File: config.mk
export PLATFORM = sky130hd
export DESIGN_NAME = csef_status_flags
export DESIGN_NICKNAME = d
export VERILOG_FILES = /design/src/rtl/csef_pkg.sv /design/src/rtl/csef_status_flags.sv
export SDC_FILE = /design/constraint.sdc
export NUM_CORES = 1
export LEC_CHECK = 0
export ABC_AREA = 1
export ABC_CLOCK_PERIOD_IN_PS = 1660
export BUFFER_PORTS_ARGS = -buffer_cell sky130_fd_sc_hd__buf_2
export CAP_MARGIN = 20
export CORE_MARGIN = 1.5
export CORE_UTILIZATION = 45
export CTS_CLUSTER_DIAMETER = 40
export CTS_CLUSTER_SIZE = 16
export DETAILED_ROUTE_END_ITERATION = 16
export HOLD_SLACK_MARGIN = 0.15
export PLACE_DENSITY_LB_ADDON = 0.12
export SLEW_MARGIN = 15
export SYNTH_ARGS = -nofsm -noshare
export SYNTH_HDL_FRONTEND = slang
export SYNTH_SLANG_ARGS = --single-unit
File: constraint.sdc
create_clock -name clk -period 1.66 [get_ports clk]
set_input_delay 0.083 -clock clk [delete_from_list [all_inputs] [get_ports clk]]
set_output_delay 0.083 -clock clk [all_outputs]
set_load 0.02 [all_outputs]
File: src/rtl/csef_pkg.sv
// Constants shared by the CAN status and event flag block
package csef_pkg;
  // Opcodes seen on the host command port
  localparam logic [7:0] OP_FAULT_RD    = 8'hdc;
  localparam logic [7:0] OP_ALERT_RD    = 8'hde;
  localparam logic [7:0] OP_ENABLE_WR   = 8'h1c;
  localparam logic [7:0] OP_ENABLE_RD   = 8'he4;
  localparam logic [7:0] OP_MSGSTAT_RD  = 8'hd2;
  // Message status layout
  localparam int MS_HIT_LSB   = 4;
  localparam int MS_LABEL_LSB = 2;
  localparam int MS_TXST_LSB  = 0;
  // Bus fault layout
  localparam int BF_DETACHED  = 7;
  localparam int BF_TX_PASS   = 6;
  localparam int BF_RX_PASS   = 5;
  localparam int BF_BIT       = 4;
  localparam int BF_FORM      = 3;
  localparam int BF_CRC       = 2;
  localparam int BF_ACK       = 1;
  localparam int BF_STUFF     = 0;
  localparam logic [7:0] BF_CLEAR_ON_READ = 8'h1f;
  // Alert flag layout
  localparam int AF_RAW       = 7;
  localparam int AF_QUEUED    = 6;
  localparam int AF_SENT      = 5;
  localparam int AF_PROTO     = 4;
  localparam int AF_MODE      = 3;
  localparam int AF_RESUME    = 2;
  localparam int AF_FILT1     = 1;
  localparam int AF_FILT0     = 0;
  // Reset values
  localparam logic [7:0] RST_ALERT_FLAGS   = 8'h00;
  localparam logic [7:0] RST_ALERT_ENABLES = 8'h00;
  localparam logic [7:0] RST_BUS_FAULT     = 8'h00;
  localparam logic [3:0] RST_HIT_CODE      = 4'h0;
  localparam logic [2:0] RST_MODE          = 3'h4;
  // Error counter thresholds
  localparam logic [8:0] PASSIVE_MIN  = 9'h080;
  localparam logic [8:0] PASSIVE_MAX  = 9'h0ff;
  // Recovery run of recessive bits, 128 x 11
  localparam int RECOVERY_GROUPS = 128;
  localparam int RECOVERY_BITS   = 11;
  localparam logic [10:0] RECOVERY_RUN = 11'(RECOVERY_GROUPS * RECOVERY_BITS);
  // Transmit state encodings
  localparam logic [1:0] TXST_OFF     = 2'h0;
  localparam logic [1:0] TXST_EMPTY   = 2'h1;
  localparam logic [1:0] TXST_WAIT    = 2'h2;
  localparam logic [1:0] TXST_SENDING = 2'h3;
  typedef enum logic [0:0] {
    MODE_IDLE  = 1'b0,
    MODE_DRAIN = 1'b1
  } csef_mode_e;
endpackage : csef_pkg

File: src/rtl/csef_status_flags.sv
// CAN status, bus fault and alert flag registers with host alert output
`timescale 1ns/1ps
// What this block does
// RL1 - Filters checked lowest number first; the lowest matching filter is reported.
// RL2 - Filter hit code reads 0000 on no match, else 1 and filter number.
// RL3 - Status bits 3-2 hold low two tag bits of last good transmission.
// RL4 - Transmit state: 00 off, 01 empty queue, 10 waiting, 11 sending.
// RL5 - Bus fault bits clear at power-up only; later resets keep them.
// RL6 - Host read of bus fault clears bits 4-0; state bits stay.
// RL7 - Detached bit sets when count exceeds 255; clears after 128x11 recessive bits.
// RL8 - Transmit passive bit set while transmit count is 128 to 255.
// RL9 - Receive passive bit set while receive count is 128 to 255.
// RL10 - Bit 4 sets when own transmitted bit reads back opposite.
// RL11 - Bits 3,2,1,0 set on form, checksum, acknowledge, stuffing faults.
// RL12 - Alert output high and latched while any enabled flag is set.
// RL13 - Reading alert flags clears all flags and releases the output.
// RL14 - Two spare pins mirror chosen alert flags per routing setting.
// RL15 - Flag 7 sets on any valid frame in the temporary buffer.
// RL16 - Flag 6 sets when a filtered frame moves into the receive queue.
// RL17 - Flag 5 sets on each successful transmission.
// RL18 - Flag 4 sets on any protocol fault.
// RL19 - Flag 3 sets on mode change, applied only after queue drains.
// RL20 - Flag 2 sets when bus activity wakes the device from sleep.
// RL21 - Flags 1 and 0 set when filter one or zero passes a frame; flag 1 sets only if filter zero does not also pass.
// RL22 - Enable register, write 0x1c read 0xe4, one bit per flag, reset clear.
// RL23 - Host reads faults with 0xdc, flags with 0xde; neither is writable.
// RL24 - An event in the clearing read's cycle stays set.
module csef_status_flags (
  input  wire logic       clk,
  input  wire logic       rst_b,
  input  wire logic       por_b,
  // Host command port from the serial front end
  input  wire logic       cmd_rd,
  input  wire logic       cmd_wr,
  input  wire logic [7:0] cmd_op,
  input  wire logic [7:0] cmd_wdata,
  output logic [7:0]      cmd_rdata,
  output logic            alert_out,
  // Receive path events
  input  wire logic       raw_frame_arrived,
  input  wire logic       frame_filtered,
  input  wire logic [7:0] filter_matches,
  input  wire logic       filter_enable,
  // Transmit path
  input  wire logic       send_done,
  input  wire logic [1:0] send_tag,
  input  wire logic       transmit_allow,
  input  wire logic       tx_queue_empty,
  input  wire logic       tx_active,
  // Protocol engine
  input  wire logic       bit_mismatch,
  input  wire logic       form_violation,
  input  wire logic       checksum_fault,
  input  wire logic       acknowledge_fault,
  input  wire logic       stuffing_fault,
  input  wire logic [8:0] transmit_fault_count,
  input  wire logic [7:0] inbound_fault_count,
  input  wire logic       bit_sampled,
  input  wire logic       bit_recessive,
  input  wire logic       wake_from_bus,
  // Mode change request
  input  wire logic       mode_req,
  input  wire logic [2:0] mode_req_value,
  output logic [2:0]      active_mode,
  // Spare outputs
  input  wire logic [5:0] spare_output_routing,
  output logic            spare_output_one,
  output logic            spare_output_two
);
  import csef_pkg::*;

  logic [7:0]  alert_flags;
  logic [7:0]  alert_enables;
  logic [7:0]  bus_fault_flags;
  logic [3:0]  filter_match_code;
  logic [1:0]  last_sent_label;
  logic [1:0]  tx_state_code;
  logic [10:0] recessive_run;
  logic [2:0]  pending_mode;
  csef_mode_e  mode_state;
  logic [3:0]  next_hit_code;
  logic [7:0]  alert_set;
  logic [7:0]  fault_set;
  logic        mode_applied;
  logic        rd_fault;
  logic        rd_alert;
  logic        any_fault;

  assign rd_fault  = cmd_rd && (cmd_op == OP_FAULT_RD);
  assign rd_alert  = cmd_rd && (cmd_op == OP_ALERT_RD);
  assign any_fault = bit_mismatch | form_violation | checksum_fault
                   | acknowledge_fault | stuffing_fault;

  // Lowest numbered match wins, so scan from the top down
  always_comb begin
    next_hit_code = 4'h0; // [RL2]
    for (int i = 7; i >= 0; i--) begin
      if (filter_matches[i]) begin
        next_hit_code = {1'b1, 3'(i)}; // [RL1] [RL2]
      end
    end
  end

  always_ff @(posedge clk or negedge rst_b) begin
    if (!rst_b) begin
      filter_match_code <= RST_HIT_CODE;
    end else if (frame_filtered && filter_enable) begin
      filter_match_code <= next_hit_code; // [RL1]
    end
  end

  always_ff @(posedge clk or negedge rst_b) begin
    if (!rst_b) begin
      last_sent_label <= 2'h0;
    end else if (send_done) begin
      last_sent_label <= send_tag; // [RL3]
    end
  end

  always_ff @(posedge clk or negedge rst_b) begin
    if (!rst_b) begin
      tx_state_code <= TXST_OFF;
    end else if (!transmit_allow) begin
      tx_state_code <= TXST_OFF; // [RL4]
    end else if (tx_active) begin
      tx_state_code <= TXST_SENDING; // [RL4]
    end else if (tx_queue_empty) begin
      tx_state_code <= TXST_EMPTY; // [RL4]
    end else begin
      tx_state_code <= TXST_WAIT; // [RL4]
    end
  end

  // Recovery counter; any dominant bit restarts the run
  always_ff @(posedge clk or negedge rst_b) begin
    if (!rst_b) begin
      recessive_run <= 11'h000;
    end else if (!bus_fault_flags[BF_DETACHED]) begin
      recessive_run <= 11'h000;
    end else if (bit_sampled) begin
      recessive_run <= bit_recessive ? recessive_run + 11'h001 : 11'h000; // [RL7]
    end
  end

  always_comb begin
    fault_set = 8'h00;
    fault_set[BF_BIT]   = bit_mismatch; // [RL10]
    fault_set[BF_FORM]  = form_violation; // [RL11]
    fault_set[BF_CRC]   = checksum_fault; // [RL11]
    fault_set[BF_ACK]   = acknowledge_fault; // [RL11]
    fault_set[BF_STUFF] = stuffing_fault; // [RL11]
  end

  // Power-on reset only, so faults survive a soft reset for diagnosis
  always_ff @(posedge clk or negedge por_b) begin
    if (!por_b) begin
      bus_fault_flags <= RST_BUS_FAULT; // [RL5]
    end else begin
      bus_fault_flags[BF_TX_PASS] <= (transmit_fault_count >= PASSIVE_MIN)
                                  && (transmit_fault_count <= PASSIVE_MAX); // [RL8]
      bus_fault_flags[BF_RX_PASS] <= {1'b0, inbound_fault_count} >= PASSIVE_MIN; // [RL9]
      if (transmit_fault_count > PASSIVE_MAX) begin
        bus_fault_flags[BF_DETACHED] <= 1'b1; // [RL7]
      end else if (bit_sampled && bit_recessive
                   && recessive_run == RECOVERY_RUN - 11'h001) begin
        bus_fault_flags[BF_DETACHED] <= 1'b0; // [RL7]
      end
      // Set wins over the read clear
      bus_fault_flags[4:0] <= (bus_fault_flags[4:0] & ~({5{rd_fault}}
                              & BF_CLEAR_ON_READ[4:0])) | fault_set[4:0]; // [RL6] [RL24]
    end
  end

  // Mode change waits until the transmit queue has drained
  always_ff @(posedge clk or negedge rst_b) begin
    if (!rst_b) begin
      mode_state   <= MODE_IDLE;
      pending_mode <= RST_MODE;
      active_mode  <= RST_MODE;
    end else begin
      case (mode_state)
        MODE_IDLE: begin
          if (mode_req) begin
            pending_mode <= mode_req_value;
            mode_state   <= MODE_DRAIN;
          end
        end
        MODE_DRAIN: begin
          if (mode_req) begin
            pending_mode <= mode_req_value;
          end else if (tx_queue_empty && !tx_active) begin
            active_mode <= pending_mode; // [RL19]
            mode_state  <= MODE_IDLE;
          end
        end
        default: mode_state <= MODE_IDLE;
      endcase
    end
  end

  assign mode_applied = (mode_state == MODE_DRAIN) && !mode_req
                        && tx_queue_empty && !tx_active;

  always_comb begin
    alert_set = 8'h00;
    alert_set[AF_RAW]    = raw_frame_arrived; // [RL15]
    alert_set[AF_QUEUED] = frame_filtered; // [RL16]
    alert_set[AF_SENT]   = send_done; // [RL17]
    alert_set[AF_PROTO]  = any_fault; // [RL18]
    alert_set[AF_MODE]   = mode_applied; // [RL19]
    alert_set[AF_RESUME] = wake_from_bus; // [RL20]
    alert_set[AF_FILT1]  = frame_filtered && filter_enable
                           && filter_matches[1] && !filter_matches[0]; // [RL21]
    alert_set[AF_FILT0]  = frame_filtered && filter_enable && filter_matches[0]; // [RL21]
  end

  always_ff @(posedge clk or negedge rst_b) begin
    if (!rst_b) begin
      alert_flags <= RST_ALERT_FLAGS;
    end else begin
      alert_flags <= (rd_alert ? 8'h00 : alert_flags) | alert_set; // [RL13] [RL24]
    end
  end

  always_ff @(posedge clk or negedge rst_b) begin
    if (!rst_b) begin
      alert_enables <= RST_ALERT_ENABLES; // [RL22]
    end else if (cmd_wr && cmd_op == OP_ENABLE_WR) begin
      alert_enables <= cmd_wdata; // [RL22]
    end
  end

  // Level output follows the enabled latched flags, dropped by the flag read or by an enable write that masks them
  always_ff @(posedge clk or negedge rst_b) begin
    if (!rst_b) begin
      alert_out <= 1'b0;
    end else begin
      alert_out <= |(((rd_alert ? 8'h00 : alert_flags) | alert_set)
                     & alert_enables); // [RL12] [RL13]
    end
  end

  always_ff @(posedge clk or negedge rst_b) begin
    if (!rst_b) begin
      spare_output_one <= 1'b0;
      spare_output_two <= 1'b0;
    end else begin
      spare_output_one <= alert_flags[spare_output_routing[2:0]]; // [RL14]
      spare_output_two <= alert_flags[spare_output_routing[5:3]]; // [RL14]
    end
  end

  // Read data captured with the strobe; writes to read-only opcodes ignored
  always_ff @(posedge clk or negedge rst_b) begin
    if (!rst_b) begin
      cmd_rdata <= 8'h00;
    end else if (cmd_rd) begin
      case (cmd_op)
        OP_FAULT_RD:   cmd_rdata <= bus_fault_flags; // [RL23]
        OP_ALERT_RD:   cmd_rdata <= alert_flags; // [RL23]
        OP_ENABLE_RD:  cmd_rdata <= alert_enables; // [RL22]
        OP_MSGSTAT_RD: cmd_rdata <= {filter_match_code, last_sent_label, tx_state_code};
        default:       cmd_rdata <= 8'h00;
      endcase
    end
  end
endmodule : csef_status_flags

==> impl_results.md, run 1 <==
* Fill cell instance count of the final layout at ~550
* Kind of capture point of the worst setup path: flip-flop
* CTS H-Tree Depth at 3
* Via count of the first global-routing pass at 2833
* Critical path endpoint: filter_match_code[1]
* Share of synthesized area occupied by flip-flops and latches at about half
* Mapped Avg Cell Area at 8.15 µm²
* Top cell type's share of synthesized area at 49.6%
* Number of core rows at 29
* TritonCTS Buffers at 9
* Total number of clock tree sinks at between 60 and 70
* Register cell area after layout at 1530 µm²
* Highest routed metal layer: met4
* Post-CTS Repair Setup Buffers at 0
* Distinct cell type count after synthesis at 32
* Setup TNS Final at 0 ns
* Source of the worst register-to-register timing path: alert_flags[1]
* Outcome: completed
* Commonest cells after routing, fill and taps aside: 88 x sky130_fd_sc_hd__nand2_1, 72 x sky130_fd_sc_hd__buf_2, 59 x sky130_fd_sc_hd__dfrtp_1, 57 x sky130_fd_sc_hd__inv_1, 57 x sky130_fd_sc_hd__dlygate4sd3_1
* Count of endpoints failing hold in the final timing report at 0
* Clock latency at the later pin of the worst-skew pair at around 0.34 ns
* Cell area power density at about 830 nW/µm²
* Number of antenna violations at the first check in global routing at 0
* Area Growth Syn to Fin at 42.3%
* Synth Instances at 365
* Met2 wire len at roughly 3.7 mm
* Yosys top cell by area: sky130_fd_sc_hd__dfrtp_1
* Worst slew slack as a fraction of its limit at between 60% and 70%
* Total global-route track usage at between 20% and 30%
* Vert. Die Dim at between 80 and 90 µm
* Worst-path fanout max at 2
* Layout cell share with drive strength beyond 1 at approximately 20%
* Arrival @ worst endpoint at around 1.8 ns
* Number of placed instances, taps included at around 510
* Synthesized cell area at between 2000 and 3000 µm²
* Achievable Freq at between 0.6 and 0.7 GHz
* Met1 routed wirelength after detailed routing at roughly 3.4 mm
* Worst vdd ir at around 0.00053 V
* Ranking of synthesized cells by area: sky130_fd_sc_hd__dfrtp_1 50%, sky130_fd_sc_hd__nand2_1 11%, sky130_fd_sc_hd__inv_1 7.2%
* Hold/Removal Path Class: in2reg
* Wire per inst at ~13 µm
* Initial core utilization at roughly 47%
* Static power due to leakage at around 2.2 nW
* Number of warnings issued by yosys at 0
* Flop-to-flop setup slack at ~0.15 ns
* Critical register-to-register path endpoint: spare_output_one
* Final weighted congestion in routability-driven placement at 0.813
* Reg clk slew, reported paths at roughly 0.060 ns
* Flip-flop and latch count after synthesis at just over 60
* Commonest non-fill, non-tap cell in the layout: sky130_fd_sc_hd__nand2_1
* Worst Reg2Reg Path Length in Cells at 7
* Req. time, crit path at between 1.5 and 2 ns
* Final global-route overflow total at 0
* Global-route wire length before repair at around 13 mm
* Routed vias at approximately 2900
* TritonCTS clock tree: done
* Shortest clock period the worst path allows after layout at roughly 1.6 ns
* Pins Over Slew Limit at 0
* Leading register cell type out of synthesis: sky130_fd_sc_hd__dfrtp_1
* Kind of start point of the critical path: input port
* DR WL met3 at between 300 and 400 µm
* Count of antenna-violating nets left after detailed routing at 0
* Core area at 6390 µm²
* Portion of the clock cycle consumed by the worst path in the final layout at approximately 93%
* Footprint of the multi-input gates at roughly 1200 µm²
* Slew of the pin with the lowest slew margin at slightly above 0.5 ns
* Clock tree root buffer cell: sky130_fd_sc_hd__clkbuf_8
* Ports at 87
* 1st-pass router iterations at 4
* Chip Width at 84.3 µm
* Worst setup startpoint: filter_matches[7]
* Final setup violation count at 0
* Drt total wl at 7.58 mm
* Maximum number of pins on one net before global-route repair at between 50 and 60
* EDFF count, synth at 0
* Diode count at 0
* Non-filler cells in the finished layout at approximately 590
* Number of nets in the finished design at 577
* Skew final at between 0.01 and 0.015 ns
* Via density per instance at just under 5
* Fraction of synthesis flops using an asynchronous set or reset pin at 100%
* Unrepaired setup endpoints after global routing: no
* Number of DRC markers after the initial detailed-route iteration at a little over 200
* Count of maximum capacitance violations at 0
* Type of the worst setup path: in2reg
* Input/output buffers at 72
* HPWL after detailed placement at a little over 5 mm
* Die footprint at about 7100 µm²
* Max Buffers Root-to-Sink at 2
* Remaining DRCs at 0
* Synth Net Count at 439
## stage by stage
stage	total power (W)	util, %	hold slack (ns)	cell area, µm²	setup WS, ns
after floorplan	0.00181	-	-0.213	2980	0.408
after global placement	0.00199	53.9	-0.0679	3440	0.286
after detailed placement	0.00200	53.9	-0.0618	3440	0.255
after CTS	0.00355	66.2	0.153	4230	0.169
after global routing	0.00370	66.3	0.191	4230	0.0514
final	0.00353	66.3	0.160	4230	0.108
## cell families after synthesis
kind of cell,share of synthesized area [%]
and+or+nand+nor,22.8
AOI/OAI and AO/OA,13.3
buffers and inverters,8.37
DFF,51.4
muxes,3.36
xor gates and xnor gates,0.294
adders and majority gates,0.420
## worst max-delay path: stages
cell                            delay (ns)
sky130_fd_sc_hd__dlygate4sd3_1        0.53
sky130_fd_sc_hd__buf_2                0.13
sky130_fd_sc_hd__nor2_2               0.11
sky130_fd_sc_hd__nor3_1               0.07
sky130_fd_sc_hd__nor3_1               0.17
sky130_fd_sc_hd__dlygate4sd3_1        0.57
sky130_fd_sc_hd__o21ai_0              0.07
## synth_stat cells (all sizes together) (2+ instances only)
library cell / number
a31oi: 2
dfstp: 2
nand2: 89
o22ai: 6
dfrtp: 59
nor2: 26
o21ai: 53
inv: 61
a21oi: 10
nor3: 6
nand3: 27
buf: 2
clkbuf: 2
nand4: 2
o21bai: 3
mux2: 8
## registers in the layout, summed over array words and instances (netlist names)
signal	count
active_mode	3
alert_enables	8
alert_flags	8
alert_out	1
bus_fault_flags	8
cmd_rdata	8
filter_match_code	4
last_sent_label	2
mode_state	1
pending_mode	3
recessive_run	11
spare_output_one	1
spare_output_two	1
tx_state_code	2
## layout make-up
| cell class | count | share of cell area (%) |
|---|---|---|
| clock buffer | 12 | 3.43 |
| clock inverter | 4 | 1.71 |
| inverter | 61 | 5.41 |
| multi-input combinational | 239 | 28.4 |
| sequential | 61 | 36.1 |
| tap | 77 | 2.28 |
| timing repair buffer | 131 | 22.6 |
## what timing repair did
item | 4_1_cts | 5_1_grt
endpoints found under the hold margin | 106 | 0
setup endpoints to repair | 0 | 2
hold buffers | 57 | 0
resized for setup | 0 | 2
## routing by layer
metal,track usage [%],vias to the layer above
li1,-,1462
met1,29.4,1338
met2,38.4,84
met3,5.21,10
met4,6.71,0
met5,0,-
## where the power goes
part | total (W) | internal, W | leakage, nW | switching [W]
Clock | 0.00144 | 0.000885 | 0.107 | 0.000559
Sequential | 0.00161 | 0.00157 | 0.732 | 0.0000419
Combinational | 0.000478 | 0.000234 | 1.34 | 0.000244
## how the worst min path moves through the flow
stage,cells after the start,to,slack (ns),start
floorplan,0,active_mode[0],-0.21,rst_b
global placement,1,bus_fault_flags[5],-0.07,por_b
detailed placement,1,bus_fault_flags[5],-0.06,por_b
CTS,4,filter_match_code[1],0.15,filter_enable
global route,4,filter_match_code[1],0.19,filter_enable
finish,4,filter_match_code[2],0.16,filter_enable
(Power assumes the default switching activity.)
==> run 2: changes to the inputs <==
--- a/config.mk
+++ b/config.mk
@@ -9,6 +9,7 @@
 export ABC_CLOCK_PERIOD_IN_PS = 1660
 export BUFFER_PORTS_ARGS = -buffer_cell sky130_fd_sc_hd__buf_2
 export CAP_MARGIN = 20
+export CORE_ASPECT_RATIO = 1.2
 export CORE_MARGIN = 1.5
 export CORE_UTILIZATION = 45
 export CTS_CLUSTER_DIAMETER = 40
==> run 2 against run 1 <==
  * Sequential share of layout area is 0.086 points higher
  * Core utilization down 0.36 points
  * Power decreased by 4.5%
  * Clock-buffer cell count did not move
  * Critical path type unchanged
  * Clock skew decreased by 0.0048 ns
  * Routed wire length fell by 1.2%
  * Sequential power about the same
  * Flip-flop and latch count stayed put
==> impl_results.md, run 2 (same netlist as run 1, synthesis figures left out) <==
* Req. time, crit path at between 1.5 and 2 ns
* Worst vdd ir at between 0.0004 and 0.0005 V
* Drt total wl at between 7 and 8 mm
* Arrival @ worst endpoint at roughly 1.8 ns
* Diode count at 0
* Count of maximum capacitance violations at 0
* Setup TNS Final at 0 ns
* Final global-route overflow total at 0
* Vert. Die Dim at 92.1 µm
* Total global-route track usage at 22.9%
* Commonest cells after routing, fill and taps aside: 89 x sky130_fd_sc_hd__nand2_1, 72 x sky130_fd_sc_hd__buf_2, 59 x sky130_fd_sc_hd__dfrtp_1, 58 x sky130_fd_sc_hd__dlygate4sd3_1, 57 x sky130_fd_sc_hd__inv_1
* TritonCTS clock tree: done
* Achievable Freq at roughly 0.63 GHz
* Cell area power density at between 700 and 800 nW/µm²
* Unrepaired setup endpoints after global routing: no
* Number of nets in the finished design at ~580
* Shortest clock period the worst path allows after layout at 1.59 ns
* Static power due to leakage at approximately 2.2 nW
* Via count of the first global-routing pass at 2809
* Slew of the pin with the lowest slew margin at 0.536 ns
* Kind of start point of the critical path: input port
* Flop-to-flop setup slack at 0.21 ns
* Max Buffers Root-to-Sink at 2
* Final weighted congestion in routability-driven placement at 0.873
* TritonCTS Buffers at 9
* Fill cell instance count of the final layout at roughly 570
* Core area at approximately 6400 µm²
* Hold/Removal Path Class: in2reg
* Type of the worst setup path: in2reg
* HPWL after detailed placement at between 5 and 6 mm
* Non-filler cells in the finished layout at roughly 600
* Final setup violation count at 0
* Chip Width at about 77 µm
* Total number of clock tree sinks at 61
* Switching share of power at approximately 25%
* Kind of capture point of the worst setup path: flip-flop
* Number of antenna violations at the first check in global routing at 0
* Initial core utilization at roughly 46%
* Input/output buffers at slightly above 70
* Commonest non-fill, non-tap cell in the layout: sky130_fd_sc_hd__nand2_1
* Wire per inst at 12.6 µm
* Count of antenna-violating nets left after detailed routing at 0
* Area Growth Syn to Fin at 41.9%
* Clock tree root buffer cell: sky130_fd_sc_hd__clkbuf_8
* Count of endpoints failing hold in the final timing report at 0
* Combinational power share at between 10% and 20%
* Portion of the clock cycle consumed by the worst path in the final layout at between 90 and 100%
* Skew final at approximately 0.009 ns
* 1st-pass router iterations at 4
* Outcome: completed
* Net load switching power at around 0.00084 W
* Ports at just under 90
* P_int at roughly 0.0025 W
* Die footprint at about 7100 µm²
* Pins Over Slew Limit at 0
* Reg clk slew, reported paths at 0.07 ns
* Number of DRC markers after the initial detailed-route iteration at between 150 and 200
* Portion of total power attributed to the clock network at between 30% and 40%
* Routed vias at around 2900
* Flip-flop count of the largest register, all copies and words added at 11
* Maximum number of pins on one net before global-route repair at 54
* Clock latency at the later pin of the worst-skew pair at 0.33 ns
* Post-CTS Repair Setup Buffers at 0
* Number of placed instances, taps included at between 500 and 600
* Sequential power share at a little under half
* Worst slew slack as a fraction of its limit at between 60% and 70%
* Worst-path fanout max at 2
* Via density per instance at 4.84
* Biggest register: recessive_run
* CTS H-Tree Depth at 3
* Global-route wire length before repair at around 13 mm
* Number of gates resized after CTS at 0
* Layout cell share with drive strength beyond 1 at between 10% and 20%
* Remaining DRCs at 0
* Number of core rows at 32
run 2: cell types whose count changed in the layout (fill, tap and decap cells not counted), sizes merged:
cell and delta:
bufinv -1, clkinv +1, dlygate4sd3 +1
run 2: layout make-up:
class	count	area, µm²	share of cell area [%]
timing repair buffer	132	968	22.9
tap	85	106	2.52
multi-input combinational	239	1200	28.4
sequential	61	1530	36.2
clock inverter	4	47.5	1.13
clock buffer	12	145	3.44
inverter	61	229	5.42
run 2: path summary, 6_finish.rpt:
kind | cells after the start | from | end
max reg2reg | 4 | recessive_run[8] | bus_fault_flags[7]
max | 7 | filter_matches[7] | filter_match_code[1]
min reg2reg | 2 | last_sent_label[1] | last_sent_label[1]
min | 4 | spare_output_routing[1] | spare_output_one
max in group asynchronous | 3 | por_b | bus_fault_flags[3]
min in group asynchronous | 3 | rst_b | cmd_rdata[3]
run 2: repair_timing:
item | 4_1_cts | 5_1_grt
endpoints found under the setup margin | 0 | 3
endpoints found under the hold margin | 108 | 2
hold buffers | 59 | 2
run 2: layer usage:
| layer | routed length (µm) | part of all wire [%] | track usage [%] | up-vias |
|---|---|---|---|---|
| met1 | 3280 | 44 | 28.7 | 1337 |
| met4 | 159 | 2.1 | 10.0 | 0 |
| met3 | 284 | 3.8 | 4.58 | 14 |
| met2 | 3770 | 50 | 38.1 | 72 |
| li1 | - | - | - | 1454 |
| met5 | 0 | 0 | 0 | - |
run 2: worst max-delay path, stage by stage:
cell                            delay (ns)
sky130_fd_sc_hd__dlygate4sd3_1        0.54
sky130_fd_sc_hd__buf_2                0.13
sky130_fd_sc_hd__nor2_1               0.13
sky130_fd_sc_hd__nor3_1               0.06
sky130_fd_sc_hd__nor3_1               0.20
sky130_fd_sc_hd__dlygate4sd3_1        0.59
sky130_fd_sc_hd__o21ai_0              0.07
run 2: per-stage QoR:
| step | setup WS, ns | power [W] | hold slack, ns | area, µm² | util (%) |
|---|---|---|---|---|---|
| 2_1_floorplan | 0.408 | 0.00181 | -0.213 | 2980 | - |
| 3_3_place_gp | 0.273 | 0.00199 | -0.0668 | 3450 | 53.8 |
| 3_5_place_dp | 0.236 | 0.00200 | -0.0661 | 3450 | 53.8 |
| 4_1_cts | 0.0288 | 0.00341 | 0.189 | 4230 | 66.1 |
| 5_1_grt | 0.0516 | 0.00354 | 0.150 | 4220 | 65.9 |
| 6_report | 0.0723 | 0.00337 | 0.0787 | 4220 | 65.9 |
run 2: power by group through the flow:
| stage | Clock, W | Combinational (W) | Sequential (W) |
|---|---|---|---|
| floorplan | 0 | 0.000152 | 0.00166 |
| global placement | 0 | 0.000357 | 0.00163 |
| detailed placement | 0 | 0.000363 | 0.00163 |
| CTS | 0.00133 | 0.000476 | 0.00161 |
| global route | 0.00140 | 0.000530 | 0.00162 |
| finish | 0.00129 | 0.000471 | 0.00161 |
==> run 3: changes to the inputs <==
--- a/config.mk
+++ b/config.mk
@@ -5,18 +5,17 @@
 export SDC_FILE = /design/constraint.sdc
 export NUM_CORES = 1
 export LEC_CHECK = 0
-export ABC_AREA = 1
 export ABC_CLOCK_PERIOD_IN_PS = 1660
 export BUFFER_PORTS_ARGS = -buffer_cell sky130_fd_sc_hd__buf_2
 export CAP_MARGIN = 20
 export CORE_ASPECT_RATIO = 1.2
 export CORE_MARGIN = 1.5
-export CORE_UTILIZATION = 45
+export CORE_UTILIZATION = 51
 export CTS_CLUSTER_DIAMETER = 40
 export CTS_CLUSTER_SIZE = 16
 export DETAILED_ROUTE_END_ITERATION = 16
 export HOLD_SLACK_MARGIN = 0.15
-export PLACE_DENSITY_LB_ADDON = 0.12
+export PLACE_DENSITY = 0.87
 export SLEW_MARGIN = 15
 export SYNTH_ARGS = -nofsm -noshare
 export SYNTH_HDL_FRONTEND = slang
==> run 3 against run 2 <==
  * Worst setup slack lost 0.055 ns
  * Via count shrank 4.4%
  * Non-clock buffer count grew 6
  * Die area shrank 15%
  * Clock skew grew 0.0027 ns
  * Sequential power is essentially flat
  * Flip-flop and latch count is the same
  * Critical path type unchanged
==> impl_results.md, run 3 <==
* Outcome: completed
* Fraction of synthesis flops using an asynchronous set or reset pin at 100%
* Wire per inst at around 19 µm
* Achievable Freq at about 0.61 GHz
* Met2 wire len at approximately 4.3 mm
* Synth Net Count at between 300 and 400
* Final weighted congestion in routability-driven placement at around 0.9
* TritonCTS clock tree: done
* Post-layout utilization of the core at between 70 and 80%
* Routed vias at about 2700
* Leading register cell type out of synthesis: sky130_fd_sc_hd__dfrtp_1
* Kind of capture point of the worst setup path: flip-flop
* Cell with the most instances after synthesis: sky130_fd_sc_hd__dfrtp_1
* Input/output buffers at 72
* Total global-route track usage at ~30%
* Via density per instance at between 6 and 7
* Die footprint at approximately 6000 µm²
* Top cell type's share of synthesized area at 52.0%
* Fill cell instance count of the final layout at 330
* Yosys top cell by area: sky130_fd_sc_hd__dfrtp_1
* Delay of the slowest cell on the worst path at 0.54 ns
* Slowest cell on the critical path: sky130_fd_sc_hd__dlygate4sd3_1
* Max Buffers Root-to-Sink at 2
* Count of maximum capacitance violations at 0
* Synth cell count leaders: 59 x sky130_fd_sc_hd__dfrtp_1, 18 x sky130_fd_sc_hd__a21o_1, 18 x sky130_fd_sc_hd__mux2_2, 18 x sky130_fd_sc_hd__o21ai_0, 13 x sky130_fd_sc_hd__nand2_1
* Count of antenna-violating nets left after detailed routing at 0
* Smallest setup slack after layout at 0.0170 ns
* Cells on Worst Hold Path at 3
* Global-route wire length before repair at 13.6 mm
* Reg clk slew, reported paths at about 0.070 ns
* Final global-route overflow total at 0
* TritonCTS Buffers at 9
* Distinct cell type count after synthesis at 48
* Area Growth Syn to Fin at 44.1%
* Via count of the first global-routing pass at ~2900
* Number of core rows at 29
* Vert. Die Dim at around 85 µm
* Unrepaired setup endpoints after global routing: no
* Req. time, crit path at between 1.5 and 2 ns
* Post-CTS Repair Setup Buffers at 0
* Setup TNS Final at 0 ns
* Count of endpoints failing hold in the final timing report at 0
* Launch instance of the worst min-delay path: filter_matches[4]
* Final setup violation count at 0
* Worst vdd ir at between 0.0005 and 0.0006 V
* Critical-path cell list: dlygate4sd3_1 -> buf_2 -> or3_1 -> o41ai_1 -> o221a_2 -> nand3_1
* Source of the worst register-to-register timing path: recessive_run[0]
* Skew final at ~0.012 ns
* Pins Over Slew Limit at 0
* Hold/Removal Path Class: in2reg
* WHS Endpoint: filter_match_code[1]
* Diode count at 0
* Post-Place Cell Area at 3380 µm²
* Clock tree root buffer cell: sky130_fd_sc_hd__clkbuf_8
* Drt total wl at ~8.4 mm
* Number of antenna violations at the first check in global routing at 0
* Layout cell share with drive strength beyond 1 at between 30% and 40%
* Shortest clock period the worst path allows after layout at 1.64 ns
* Worst path bufs/invs at 2
* Critical register-to-register path endpoint: recessive_run[8]
* Initial core utilization at a little over half
* 1st-pass router iterations at 6
* Core area at roughly 5300 µm²
* Worst slew slack as a fraction of its limit at between 40% and 50%
* Arrival @ worst endpoint at 1.86 ns
* CTS H-Tree Depth at 3
* Cell area power density at 845 nW/µm²
* Ranking of synthesized cells by area: sky130_fd_sc_hd__dfrtp_1 52%, sky130_fd_sc_hd__mux2_2 7.1%, sky130_fd_sc_hd__a21o_1 4.8%
* Worst Reg2Reg Path Length in Cells at 6
* EDFF count, synth at 0
* Number of warnings issued by yosys at 0
* Type of the worst setup path: in2reg
* Ports at a little under 90
* Mapped Avg Cell Area at 12.0 µm²
* Worst-path fanout max at 3
* Commonest cells after routing, fill and taps aside: 72 x sky130_fd_sc_hd__buf_2, 59 x sky130_fd_sc_hd__dfrtp_1, 50 x sky130_fd_sc_hd__dlygate4sd3_1
* Portion of the clock cycle consumed by the worst path in the final layout at between 90% and 100%
* Kind of start point of the critical path: input port
* Biggest register: recessive_run
* Remaining DRCs at 0
* Static power due to leakage at approximately 1.8 nW
* Flip-flop and latch count after synthesis at between 60 and 70
* Met1 routed wirelength after detailed routing at around 3.0 mm
* Synth Instances at ~240
* Highest routed metal layer: met4
* Final std cell area, no fill at between 4000 and 5000 µm²
* Flip-flop count of the largest register, all copies and words added at 11
* Clock latency at the later pin of the worst-skew pair at approximately 0.35 ns
* Maximum number of pins on one net before global-route repair at between 50 and 60
* Number of DRC markers after the initial detailed-route iteration at 293
* HPWL after detailed placement at roughly 5.0 mm
* DR WL met3 at 605 µm
* Synthesized cell area at roughly 2800 µm²
* CP delay by family, top: buffers and inverters
* Slew of the pin with the lowest slew margin at between 0.8 and 0.9 ns
* Post-placement worst setup slack at -0.0345 ns
* Total number of clock tree sinks at 61
* Final hold slack at 0.179 ns
* Share of synthesized area occupied by flip-flops and latches at 53.9%
* Number of nets in the finished design at between 400 and 500
* Flop-to-flop setup slack at ~0.16 ns
* Commonest non-fill, non-tap cell in the layout: sky130_fd_sc_hd__buf_2
* Chip Width at about 71 µm
==> run 3: cell types whose count changed after synthesis, moves of 12 or more <==
cell                      delta
sky130_fd_sc_hd__a21o_1     +18
sky130_fd_sc_hd__inv_1      -54
sky130_fd_sc_hd__mux2_2     +17
sky130_fd_sc_hd__nand2_1    -76
sky130_fd_sc_hd__nand3_1    -21
sky130_fd_sc_hd__nor2_1     -12
sky130_fd_sc_hd__o21ai_1    -25
==> run 3: repair_timing <==
action	4_1_cts	5_1_grt
endpoints found under the hold margin	102	0
setup endpoints to repair	0	3
hold buffers	50	0
resized for setup	0	2
==> run 3: cells by family (layout without fill, tap and decap cells) <==
group                    count (synthesis)  in the layout  synth area share [%]
AO/OA/AOI/OAI                           85             85                  21.3
AND/OR/NAND/NOR                         58             58                  12.4
flip-flops                              61             61                  53.9
multiplexers                            22             22                  10.3
buffers and inverters                   10            158                  1.59
adder cells (fa/ha/maj)                  1              1                 0.441
==> run 3: worst max path at each step <==
| stage | startpoint | endpoint | slack, ns | cells after the start |
|---|---|---|---|---|
| 2_1_floorplan | cmd_op[5] | alert_out | 0.1 | 6 |
| 4_1_cts | recessive_run[0] | recessive_run[8] | 0.09 | 6 |
| 5_1_grt | recessive_run[0] | recessive_run[10] | 0.03 | 6 |
| 3_3_place_gp | cmd_op[5] | alert_out | -0.002 | 7 |
| 6_report | bit_mismatch | alert_out | 0.02 | 6 |
| 3_5_place_dp | cmd_op[5] | alert_out | -0.03 | 6 |
==> run 3: tightest hold or removal path, delay by kind of cell <==
family / cells / cell delay [ns]
AOI/OAI and AO/OA: 2 / 0.29
buffers and inverters: 1 / 0.11
==> run 3: final cells by class <==
type	count	area [µm²]	share of cell area (%)
Inverter	4	15.0	0.367
Sequential cell	61	1530	37.4
Timing Repair Buffer	138	993	24.3
Multi-Input combinational cell	166	1270	31.1
Clock buffer	12	155	3.79
Clock inverter	4	47.5	1.16
Tap cell	62	77.6	1.90
==> run 3: per-stage QoR <==
step	std cells	total power [W]
floorplan	237	0.00179
global placement	381	0.00198
detailed placement	381	0.00200
CTS	447	0.00342
global route	447	0.00357
finish	447	0.00346
==> run 3: power by group <==
part / switching (W) / internal [W]
Combinational: 0.000215 / 0.000256
Sequential: 0.0000520 / 0.00157
Clock: 0.000596 / 0.000771
Total: 0.000862 / 0.00259
==> run 3: per-layer routing <==
| metal | up-vias | global-route usage, % |
|---|---|---|
| met5 | - | 0 |
| met3 | 52 | 7.44 |
| li1 | 1215 | - |
| met1 | 1302 | 32.6 |
| met4 | 0 | 18.4 |
| met2 | 180 | 51.2 |
